--- src/tacq_pkg.sv ---
// constants, types and state codes of the touch converter acquisition control
// assumes one 25 MHz clock and a plain register port with 5-bit addresses
package tacq_pkg;

  // register offsets
  localparam logic [4:0] CONTROL_ONE_OFS  = 5'h01;
  localparam logic [4:0] CONTROL_TWO_OFS  = 5'h02;
  localparam logic [4:0] ALERT_STATUS_OFS = 5'h03;
  localparam logic [4:0] LIMIT_HIGH_OFS   = 5'h04;
  localparam logic [4:0] LIMIT_LOW_OFS    = 5'h05;
  localparam logic [4:0] PRESSURE_B_OFS   = 5'h12;
  localparam logic [4:0] DIODE_A_OFS      = 5'h18;
  localparam logic [4:0] DIODE_B_OFS      = 5'h19;
  localparam logic [4:0] PRESSURE_A_OFS   = 5'h1A;

  // field positions
  localparam int REF_MODE_SELECT_BIT  = 11;
  localparam int START_BIT            = 10;
  localparam int INHIBIT_POLARITY_BIT = 3;
  localparam int ACQ_TIME_LSB         = 4;
  localparam int FIRST_DELAY_LSB      = 8;

  // reset values
  localparam logic [11:0] CONTROL_ONE_RST = 12'h000;
  localparam logic [11:0] CONTROL_TWO_RST = 12'h000;
  localparam logic [11:0] LIMIT_HIGH_RST  = 12'hFFF;
  localparam logic [11:0] LIMIT_LOW_RST   = 12'h000;
  localparam logic [11:0] RESULT_RST      = 12'h000;
  localparam logic [3:0]  COUNT_RST       = 4'h0;

  // channel codes
  localparam logic [3:0] CH_PRESSURE_B = 4'h2;
  localparam logic [3:0] CH_AUX_FIRST  = 4'h3;
  localparam logic [3:0] CH_BAT_LAST   = 4'h7;
  localparam logic [3:0] CH_DIODE_A    = 4'h8;
  localparam logic [3:0] CH_DIODE_B    = 4'h9;
  localparam logic [3:0] CH_PRESSURE_A = 4'hA;
  localparam logic [3:0] CH_XPOS       = 4'hB;
  localparam logic [3:0] CH_YPOS       = 4'hC;

  // converter input selections
  localparam logic [2:0] IN_XP    = 3'h0;
  localparam logic [2:0] IN_YP    = 3'h1;
  localparam logic [2:0] IN_YM    = 3'h2;
  localparam logic [2:0] IN_DIODE = 3'h3;
  localparam logic [2:0] IN_AUX   = 3'h4;

  typedef enum logic [2:0] {
    ST_IDLE  = 3'b000,
    ST_DELAY = 3'b001,
    ST_ACQ   = 3'b010,
    ST_CONV  = 3'b011,
    ST_STORE = 3'b100
  } tacq_state_t;

  typedef struct packed {
    logic       ypDrive;
    logic       ymDrive;
    logic       xpDrive;
    logic       xmDrive;
    logic       refScreen;
    logic       biasHigh;
    logic [2:0] inSel;
  } tacq_switch_t;

  localparam tacq_switch_t SWITCH_OFF = '{1'b0, 1'b0, 1'b0, 1'b0, 1'b0, 1'b0, 3'h0};

endpackage

--- src/tacq_top.sv ---
// acquisition sequencing, switch control and result slots of the converter
// assumes an analog converter core that raises convDone with its result
`timescale 1ns/1ns
`default_nettype none
module tacq_top (
  // clock and reset
  input  wire logic                  clk,
  input  wire logic                  rst,
  // register port
  input  wire logic [4:0]            busAddr,
  input  wire logic [11:0]           busWdata,
  input  wire logic                  busWr,
  input  wire logic                  busRd,
  output var  logic [11:0]           busRdata,
  // noise window pin
  input  wire logic                  acqInhibitIn,
  // converter core
  input  wire logic                  convDone,
  input  wire logic [11:0]           convResult,
  output var  logic                  convStart,
  output var  logic                  sampleTrack,
  output var  tacq_pkg::tacq_switch_t switchCfg,
  // status
  output var  logic                  busy
);
  tacq_pkg::tacq_state_t  state;
  tacq_pkg::tacq_state_t  next_state;
  tacq_pkg::tacq_switch_t next_switchCfg;
  tacq_pkg::tacq_switch_t chanSwitch;
  logic [11:0] controlOne;
  logic [11:0] controlTwo;
  logic [11:0] limitHigh;
  logic [11:0] limitLow;
  logic [1:0]  alertStatus;
  logic [11:0] results [16];
  logic [3:0]  channel;
  logic [3:0]  count;
  logic [3:0]  next_count;
  logic        next_convStart;
  logic        next_sampleTrack;
  logic [11:0] next_busRdata;

  // switch settings per channel
  function automatic tacq_pkg::tacq_switch_t chanCfg(input logic [3:0] ch,
                                                    input logic diff);
    tacq_pkg::tacq_switch_t c;
    c = tacq_pkg::SWITCH_OFF;
    case (ch)
      tacq_pkg::CH_YPOS:
      begin
        c.ypDrive   = 1'b1;
        c.ymDrive   = 1'b1;
        c.inSel     = tacq_pkg::IN_XP;
        c.refScreen = diff;
      end
      tacq_pkg::CH_XPOS:
      begin
        c.xpDrive   = 1'b1;
        c.xmDrive   = 1'b1;
        c.inSel     = tacq_pkg::IN_YP;
        c.refScreen = diff;
      end
      tacq_pkg::CH_PRESSURE_A:
      begin
        c.ypDrive   = 1'b1;
        c.xmDrive   = 1'b1;
        c.inSel     = tacq_pkg::IN_YM;
        c.refScreen = diff;
      end
      tacq_pkg::CH_PRESSURE_B:
      begin
        c.ypDrive   = 1'b1;
        c.xmDrive   = 1'b1;
        c.inSel     = tacq_pkg::IN_XP;
        c.refScreen = diff;
      end
      tacq_pkg::CH_DIODE_A:
      begin
        c.inSel = tacq_pkg::IN_DIODE;
      end
      tacq_pkg::CH_DIODE_B:
      begin
        c.inSel    = tacq_pkg::IN_DIODE;
        c.biasHigh = 1'b1;
      end
      default:
      begin
        c.inSel = tacq_pkg::IN_AUX;
      end
    endcase
    return c;
  endfunction

  // decoding
  wire diffMode   = !controlOne[tacq_pkg::REF_MODE_SELECT_BIT];
  wire polarity   = controlTwo[tacq_pkg::INHIBIT_POLARITY_BIT];
  wire [3:0] acqTime   = controlTwo[tacq_pkg::ACQ_TIME_LSB +: 4];
  wire [3:0] firstWait = controlTwo[tacq_pkg::FIRST_DELAY_LSB +: 4];
  wire writeOne   = busWr && (busAddr == tacq_pkg::CONTROL_ONE_OFS);
  wire writeTwo   = busWr && (busAddr == tacq_pkg::CONTROL_TWO_OFS);
  wire writeAlert = busWr && (busAddr == tacq_pkg::ALERT_STATUS_OFS);
  wire writeHigh  = busWr && (busAddr == tacq_pkg::LIMIT_HIGH_OFS);
  wire writeLow   = busWr && (busAddr == tacq_pkg::LIMIT_LOW_OFS);
  wire startReq   = writeOne && busWdata[tacq_pkg::START_BIT] && (state == tacq_pkg::ST_IDLE);
  wire [3:0] nextChannel = startReq ? busWdata[3:0] : channel;
  wire inhibitSync;
  wire inhibitActive = polarity ? inhibitSync : !inhibitSync;
  wire acqBlocked    = (state == tacq_pkg::ST_ACQ) && inhibitActive;
  wire storeNow      = (state == tacq_pkg::ST_STORE);
  wire touchChan     = chanSwitch.ypDrive || chanSwitch.xpDrive;
  wire aboveHigh;
  wire belowLow;
  wire diodeCheck    = storeNow && (channel == tacq_pkg::CH_DIODE_A);

  assign chanSwitch = chanCfg(nextChannel, diffMode);

  tacq_sync tacq_sync_inst (
    .clk     (clk),
    .rst     (rst),
    .asyncIn (acqInhibitIn),
    .syncOut (inhibitSync)
  );

  tacq_limit tacq_limit_inst (
    .check     (diodeCheck),
    .value     (results[tacq_pkg::CH_DIODE_A]),
    .limitHigh (limitHigh),
    .limitLow  (limitLow),
    .aboveHigh (aboveHigh),
    .belowLow  (belowLow)
  );

  // sequencer next state
  always_comb
  begin
    next_state = state;
    next_count = count;
    case (state)
      tacq_pkg::ST_IDLE:
      begin
        next_count = tacq_pkg::COUNT_RST;
        if (startReq)
        begin
          next_state = tacq_pkg::ST_DELAY;
        end
      end
      tacq_pkg::ST_DELAY:
      begin
        // inhibit not looked at here
        if (count == firstWait)
        begin
          next_state = tacq_pkg::ST_ACQ;
          next_count = tacq_pkg::COUNT_RST;
        end
        else
        begin
          next_count = count + 4'h1;
        end
      end
      tacq_pkg::ST_ACQ:
      begin
        if (acqBlocked || !sampleTrack)
        begin
          next_count = tacq_pkg::COUNT_RST;
        end
        else if (count == acqTime)
        begin
          next_state = tacq_pkg::ST_CONV;
          next_count = tacq_pkg::COUNT_RST;
        end
        else
        begin
          next_count = count + 4'h1;
        end
      end
      tacq_pkg::ST_CONV:
      begin
        if (convDone)
        begin
          next_state = tacq_pkg::ST_STORE;
        end
      end
      tacq_pkg::ST_STORE:
      begin
        next_state = tacq_pkg::ST_IDLE;
      end
      default:
      begin
        next_state = tacq_pkg::ST_IDLE;
        next_count = tacq_pkg::COUNT_RST;
      end
    endcase
  end

  // output next values
  always_comb
  begin
    next_switchCfg = tacq_pkg::SWITCH_OFF;
    if ((next_state == tacq_pkg::ST_DELAY) || (next_state == tacq_pkg::ST_ACQ))
    begin
      next_switchCfg = chanSwitch;
    end
    else if (next_state == tacq_pkg::ST_CONV)
    begin
      next_switchCfg = chanSwitch;
      if (!diffMode && touchChan)
      begin
        next_switchCfg.ypDrive = 1'b0;
        next_switchCfg.ymDrive = 1'b0;
        next_switchCfg.xpDrive = 1'b0;
        next_switchCfg.xmDrive = 1'b0;
      end
    end
  end

  assign next_convStart   = (state == tacq_pkg::ST_ACQ) && (next_state == tacq_pkg::ST_CONV);
  assign next_sampleTrack = (next_state == tacq_pkg::ST_ACQ) && !inhibitActive;

  // read data mux, unmapped reads return zero
  always_comb
  begin
    next_busRdata = 12'h000;
    if (busAddr[4])
    begin
      next_busRdata = results[busAddr[3:0]];
    end
    else
    begin
      case (busAddr)
        tacq_pkg::CONTROL_ONE_OFS:  next_busRdata = controlOne;
        tacq_pkg::CONTROL_TWO_OFS:  next_busRdata = controlTwo;
        tacq_pkg::ALERT_STATUS_OFS: next_busRdata = {10'h000, alertStatus};
        tacq_pkg::LIMIT_HIGH_OFS:   next_busRdata = limitHigh;
        tacq_pkg::LIMIT_LOW_OFS:    next_busRdata = limitLow;
        default:                    next_busRdata = 12'h000;
      endcase
    end
  end

  // sequencer and outputs
  always_ff @(posedge clk)
  begin
    if (rst)
    begin
      state       <= tacq_pkg::ST_IDLE;
      count       <= tacq_pkg::COUNT_RST;
      channel     <= 4'h0;
      convStart   <= 1'b0;
      sampleTrack <= 1'b0;
      switchCfg   <= tacq_pkg::SWITCH_OFF;
      busy        <= 1'b0;
      busRdata    <= 12'h000;
    end
    else
    begin
      state       <= next_state;
      count       <= next_count;
      channel     <= nextChannel;
      convStart   <= next_convStart;
      sampleTrack <= next_sampleTrack;
      switchCfg   <= next_switchCfg;
      busy        <= (next_state != tacq_pkg::ST_IDLE);
      busRdata    <= busRd ? next_busRdata : 12'h000;
    end
  end

  // control and limit registers
  always_ff @(posedge clk)
  begin
    if (rst)
    begin
      controlOne <= tacq_pkg::CONTROL_ONE_RST;
      controlTwo <= tacq_pkg::CONTROL_TWO_RST;
      limitHigh  <= tacq_pkg::LIMIT_HIGH_RST;
      limitLow   <= tacq_pkg::LIMIT_LOW_RST;
    end
    else
    begin
      if (writeOne)
      begin
        controlOne <= {busWdata[11], 1'b0, busWdata[9:0]};
      end
      if (writeTwo)
      begin
        controlTwo <= busWdata;
      end
      if (writeHigh)
      begin
        limitHigh <= busWdata;
      end
      if (writeLow)
      begin
        limitLow <= busWdata;
      end
    end
  end

  // sticky alerts, a new event wins over a clear
  always_ff @(posedge clk)
  begin
    if (rst)
    begin
      alertStatus <= 2'b00;
    end
    else
    begin
      alertStatus <= (alertStatus & ~(writeAlert ? busWdata[1:0] : 2'b00))
                     | {belowLow, aboveHigh};
    end
  end

  // result slots, slot index is the channel code
  genvar i;
  generate
    for (i = 0; i < 16; i++)
    begin : g_slot
      always_ff @(posedge clk)
      begin
        if (rst)
        begin
          results[i] <= tacq_pkg::RESULT_RST;
        end
        else if ((state == tacq_pkg::ST_CONV) && convDone && (channel == 4'(i)))
        begin
          results[i] <= convResult;
        end
      end
    end
  endgenerate

  // checks
  ref_mode_a: assert property (@(posedge clk) disable iff (rst)
    (state == tacq_pkg::ST_ACQ) && (switchCfg.ypDrive || switchCfg.xpDrive)
    |-> (switchCfg.refScreen == !controlOne[tacq_pkg::REF_MODE_SELECT_BIT]))
    else $error("reference mode does not follow control bit");

  single_ended_a: assert property (@(posedge clk) disable iff (rst)
    (state == tacq_pkg::ST_CONV) && controlOne[tacq_pkg::REF_MODE_SELECT_BIT]
    && $past(state == tacq_pkg::ST_CONV)
    |-> !(switchCfg.ypDrive || switchCfg.ymDrive || switchCfg.xpDrive || switchCfg.xmDrive))
    else $error("excitation left on in single-ended conversion");

  ratio_hold_a: assert property (@(posedge clk) disable iff (rst)
    (state == tacq_pkg::ST_CONV) && diffMode && $past(state == tacq_pkg::ST_CONV)
    && (channel == tacq_pkg::CH_YPOS)
    |-> switchCfg.ypDrive && switchCfg.ymDrive && (switchCfg.inSel == tacq_pkg::IN_XP))
    else $error("excitation dropped in ratiometric conversion");

  pressure_drive_a: assert property (@(posedge clk) disable iff (rst)
    (state == tacq_pkg::ST_ACQ) && $past(state == tacq_pkg::ST_ACQ)
    && (channel == tacq_pkg::CH_PRESSURE_A)
    |-> switchCfg.ypDrive && switchCfg.xmDrive && (switchCfg.inSel == tacq_pkg::IN_YM))
    else $error("wrong switches for first pressure sample");

  inhibit_stall_a: assert property (@(posedge clk) disable iff (rst)
    (state == tacq_pkg::ST_ACQ) && inhibitActive |=> !convStart && !sampleTrack)
    else $error("acquisition proceeded while inhibited");

  inhibit_restart_a: assert property (@(posedge clk) disable iff (rst)
    (state == tacq_pkg::ST_ACQ) && inhibitActive |=> (count == tacq_pkg::COUNT_RST))
    else $error("aborted acquisition did not restart");

  conv_ignore_a: assert property (@(posedge clk) disable iff (rst)
    (state == tacq_pkg::ST_CONV) && !convDone |=> (state == tacq_pkg::ST_CONV))
    else $error("conversion disturbed");

  result_slot_a: assert property (@(posedge clk) disable iff (rst)
    (state == tacq_pkg::ST_CONV) && convDone && (channel == tacq_pkg::CH_PRESSURE_A)
    |=> (results[tacq_pkg::PRESSURE_A_OFS[3:0]] == $past(convResult)))
    else $error("first pressure result misplaced");

  alert_set_a: assert property (@(posedge clk) disable iff (rst)
    aboveHigh |=> alertStatus[0])
    else $error("high alert not raised");
endmodule
`default_nettype wire

--- src/tacq_sync.sv ---
// two-stage synchroniser for the acquisition-inhibit pin
// assumes the pin is asynchronous to clk
`timescale 1ns/1ns
`default_nettype none
module tacq_sync (
  // clock and reset
  input  wire logic clk,
  input  wire logic rst,
  // pin and result
  input  wire logic asyncIn,
  output var  logic syncOut
);
  logic stageOne;

  always_ff @(posedge clk)
  begin
    if (rst)
    begin
      stageOne <= 1'b1;
      syncOut  <= 1'b1;
    end
    else
    begin
      stageOne <= asyncIn;
      syncOut  <= stageOne;
    end
  end
endmodule
`default_nettype wire

--- src/tacq_limit.sv ---
// high and low limit comparison of one result
// assumes check is a one-cycle pulse beside a stable value
`timescale 1ns/1ns
`default_nettype none
module tacq_limit (
  // inputs
  input  wire logic        check,
  input  wire logic [11:0] value,
  input  wire logic [11:0] limitHigh,
  input  wire logic [11:0] limitLow,
  // flags
  output var  logic        aboveHigh,
  output var  logic        belowLow
);
  assign aboveHigh = check && (value > limitHigh);
  assign belowLow  = check && (value < limitLow);
endmodule
`default_nettype wire

--- config.mk ---
export PLATFORM = sky130hd
export DESIGN_NAME = tacq_top
export DESIGN_NICKNAME = d
export VERILOG_FILES = /design/src/tacq_pkg.sv /design/src/tacq_top.sv /design/src/tacq_sync.sv /design/src/tacq_limit.sv
export SDC_FILE = /design/constraint.sdc
export NUM_CORES = 1
export LEC_CHECK = 0
export ABC_AREA = 1
export BUFFER_PORTS_ARGS = -buffer_cell sky130_fd_sc_hd__buf_2
export CORE_ASPECT_RATIO = 0.6
export CORE_MARGIN = 2
export CORE_UTILIZATION = 30
export DETAILED_ROUTE_END_ITERATION = 10
export GPL_ROUTABILITY_DRIVEN = 0
export GPL_TIMING_DRIVEN = 0
export SLEW_MARGIN = 20
export SYNTH_ARGS = -nofsm -noshare
export SYNTH_HDL_FRONTEND = slang
export SYNTH_HIERARCHICAL = 1
export SYNTH_SLANG_ARGS = --single-unit
export TNS_END_PERCENT = 5
--- constraint.sdc ---
create_clock -name clk -period 3.7 [get_ports clk]
set_clock_uncertainty 0.1 [all_clocks]
set_input_delay 0.185 -clock clk [delete_from_list [all_inputs] [get_ports clk]]
set_output_delay 0.185 -clock clk [all_outputs]
set_load 0.03 [all_outputs]
==> impl_metrics.json <==
{
  "status": "finished, violations left",
  "violations": "negative hold slack",
  "max_freq_ghz": 0.341,
  "critPathKind": "in2reg",
  "dieArea_sq_um": 43900,
  "synth_nets": 1430,
  "firstDrtPassIters": 5,
  "clock_sinks": 278,
  "worst-path-max-fanout": 12,
  "hpwlAfterDp_um": 29500,
  "ctsRootBufferMaster": "clkbuf_16",
  "ant_nets": 0,
  "nFillCells": 4236,
  "hp-class": "in2reg",
  "die-width_um": 269,
  "drive_above_1_share_pct": 10.9,
  "grt_pass1_vias": 9865,
  "cts_tree": "built",
  "synth.avg_cell_area_sq_um": 9.22,
  "ir_worst_vdd_mv": 0.329,
  "ys_seq_elements": 278,
  "tightest_slew_ps": 862,
  "ff2ff_setup_slack_ps": 1340,
  "setup_violations": 0,
  "synth_area_leaders": "edfxtp_1, dfxtp_1, nand2_1",
  "hold_path_depth": 3,
  "overflow": 0,
  "wirelength_um": 39200,
  "worst_slack_ps": 769,
  "pre_cts_ws_ps": 818,
  "synth_largest_area_cell": "edfxtp_1",
  "yosysWarnings": 6,
  "start_util_pct": 30.3,
  "setup-tns-final_ps": 0,
  "rsz0062_at_grt": "no",
  "dr.first_iter.drc_count": 1385,
  "synth-main-ff-cell": "edfxtp_1",
  "yosysMostFrequentCell": "nand2_1",
  "drv_cap": 0,
  "whs_ps": -1.74,
  "rr_worst_depth": 7,
  "grt_max_degree": 15,
  "yosysUniqueCellTypes": 36,
  "fin_nets": 1545,
  "num_vias": 10400,
  "endpoint_kind": "flip-flop",
  "min_from": "convResult[6]",
  "timing.rr.end": "results[5][5]",
  "power_density_nw_per_um2": 452,
  "io_pins": 59,
  "coreArea_sq_um": 41700,
  "cp-start-kind": "input port",
  "rr_startpoint": "state[2]",
  "crit_arrival_ps": 2950,
  "clock_latency_ps": 550,
  "clk_pin_slew_ps": 60,
  "worstPathRequired_ps": 3720,
  "cts_max_path_buffers": 3,
  "min_period_over_period_pct": 79.2,
  "synthArstFlopShare_pct": 0,
  "ys_seq_area_share_pct": 59.2,
  "min_to": "results[6][6]",
  "p_leak_nw": 6.11,
  "synth_common_cells": "nand2_1, nor2_1, edfxtp_1",
  "crit_start": "rst",
  "grt_pass1_wl_um": 58800,
  "finalHoldViolations": 1,
  "wl_per_cell_um": 18.9,
  "antenna_found_initial": 1,
  "mappedNetlistArea_sq_um": 12600,
  "post-cts-setup-buffer-count": 0,
  "syn_inst": 1371,
  "rows": 58,
  "worst_slew_margin_rel_pct": 42.5,
  "cts_inserted_buffers": 30,
  "io_buffers": 56,
  "power_w": 0.00670,
  "min_period_ps": 2930,
  "area_growth_pct": 17.3,
  "chipHeight_um": 163,
  "cts_max_level": 1,
  "avgViaCountPerCell": 5.01,
  "grt_use_total_pct": 17.9,
  "slew_violations": 0,
  "drc": 0,
  "synth-edff-count": 192,
  "n_antenna_cell": 0,
  "yosysTopAreaCellShare_pct": 45.6
}
critical path, stage by stage:
cell           delay, ps
dlygate4sd3_1        530
buf_2                140
clkinv_1             210
clkbuf_1             620
clkbuf_1             620
nand2_1              630
metal layers:
metal | wire length [um] | GRT usage [%] | vias up
met5 | 0 | 0 | -
met2 | 15400 | 24.3 | 497
li1 | - | - | 4829
met4 | 553 | 2.95 | 0
met3 | 4240 | 3.90 | 51
met1 | 19100 | 28.7 | 5045
registers in the layout, indices dropped and copies added, names as in the netlist, 2 cells and up:
signal / count
results: 192
limitLow: 12
limitHigh: 12
controlTwo: 12
state: 3
alertStatus: 2
controlOne: 11
count: 4
busRdata: 12
channel: 4
switchCfg: 9
per-stage QoR:
step | hold WS, ps | cells | cell area [sq um] | util, %
3_3_place_gp | 266 | 1997 | 13600 | 32.7
2_1_floorplan | 177 | 1371 | 12600 | -
3_5_place_dp | 279 | 2002 | 13700 | 32.9
5_1_grt | 13.7 | 2079 | 14800 | 35.5
6_report | -1.74 | 2079 | 14800 | 35.5
4_1_cts | 0.752 | 2079 | 14800 | 35.5
cells by family (layout without fill, tap and decap cells):
kind of cell | after synthesis | count (layout) | share of synthesized area, %
buffers and inverters | 221 | 359 | 6.91
and+or+nand+nor | 621 | 621 | 20.6
xor gates and xnor gates | 9 | 9 | 0.623
adders and majority gates | 24 | 24 | 2.37
DFF | 278 | 278 | 59.2
AOI/OAI and AO/OA | 218 | 218 | 10.3
placed cells by master (no fill, tap or decap), types with 3 or more instances in the layout:
cell type,n
edfxtp_1,192
nand3_1,52
buf_1,3
xor2_1,8
inv_1,132
nand3b_1,7
buf_2,79
dlygate4sd3_1,22
nand4_1,22
clkinv_1,17
o21ai_0,46
ha_1,24
o211ai_1,11
o21ai_1,4
nor2_2,9
dfxtp_1,86
clkbuf_1,52
nor2_4,4
nor2_1,240
nand2_2,8
inv_2,11
buf_6,3
nand2_1,268
nor3_1,7
o21ai_2,6
o22ai_1,16
a211oi_1,7
a21oi_1,69
buf_4,5
clkbuf_16,31
a22oi_1,54
cell type report:
type | count | area [sq um] | share of cell area, %
inverter | 145 | 544 | 3.67
sequential | 278 | 7490 | 50.5
clock inverter | 18 | 96.3 | 0.650
clock buffer | 37 | 798 | 5.38
timing repair buffer | 83 | 557 | 3.75
buffer | 76 | 329 | 2.22
tap | 570 | 713 | 4.81
multi-input combinational | 872 | 4310 | 29.0
report_power, final:
group	internal, W	leakage, nW	switching, W
registers	0.00340	2.68	0.0000320
logic	0.000127	3.00	0.000349
clock network	0.00158	0.435	0.00122
total	0.00510	6.11	0.00160
timing repair:
item | CTS | global route
hold buffers | 22 | 0
hold endpoints to repair | 61 | 0
gates resized for setup | 0 | 0
how the worst max path moves through the flow:
stage / to / depth (start not counted)
global placement: results[15][6] / 5
detailed placement: results[4][8] / 5
global route: results[4][8] / 6
finish: results[5][5] / 6
floorplan: results[8][0] / 6
CTS: results[4][6] / 6
Power figures use the tool's default switching activity.
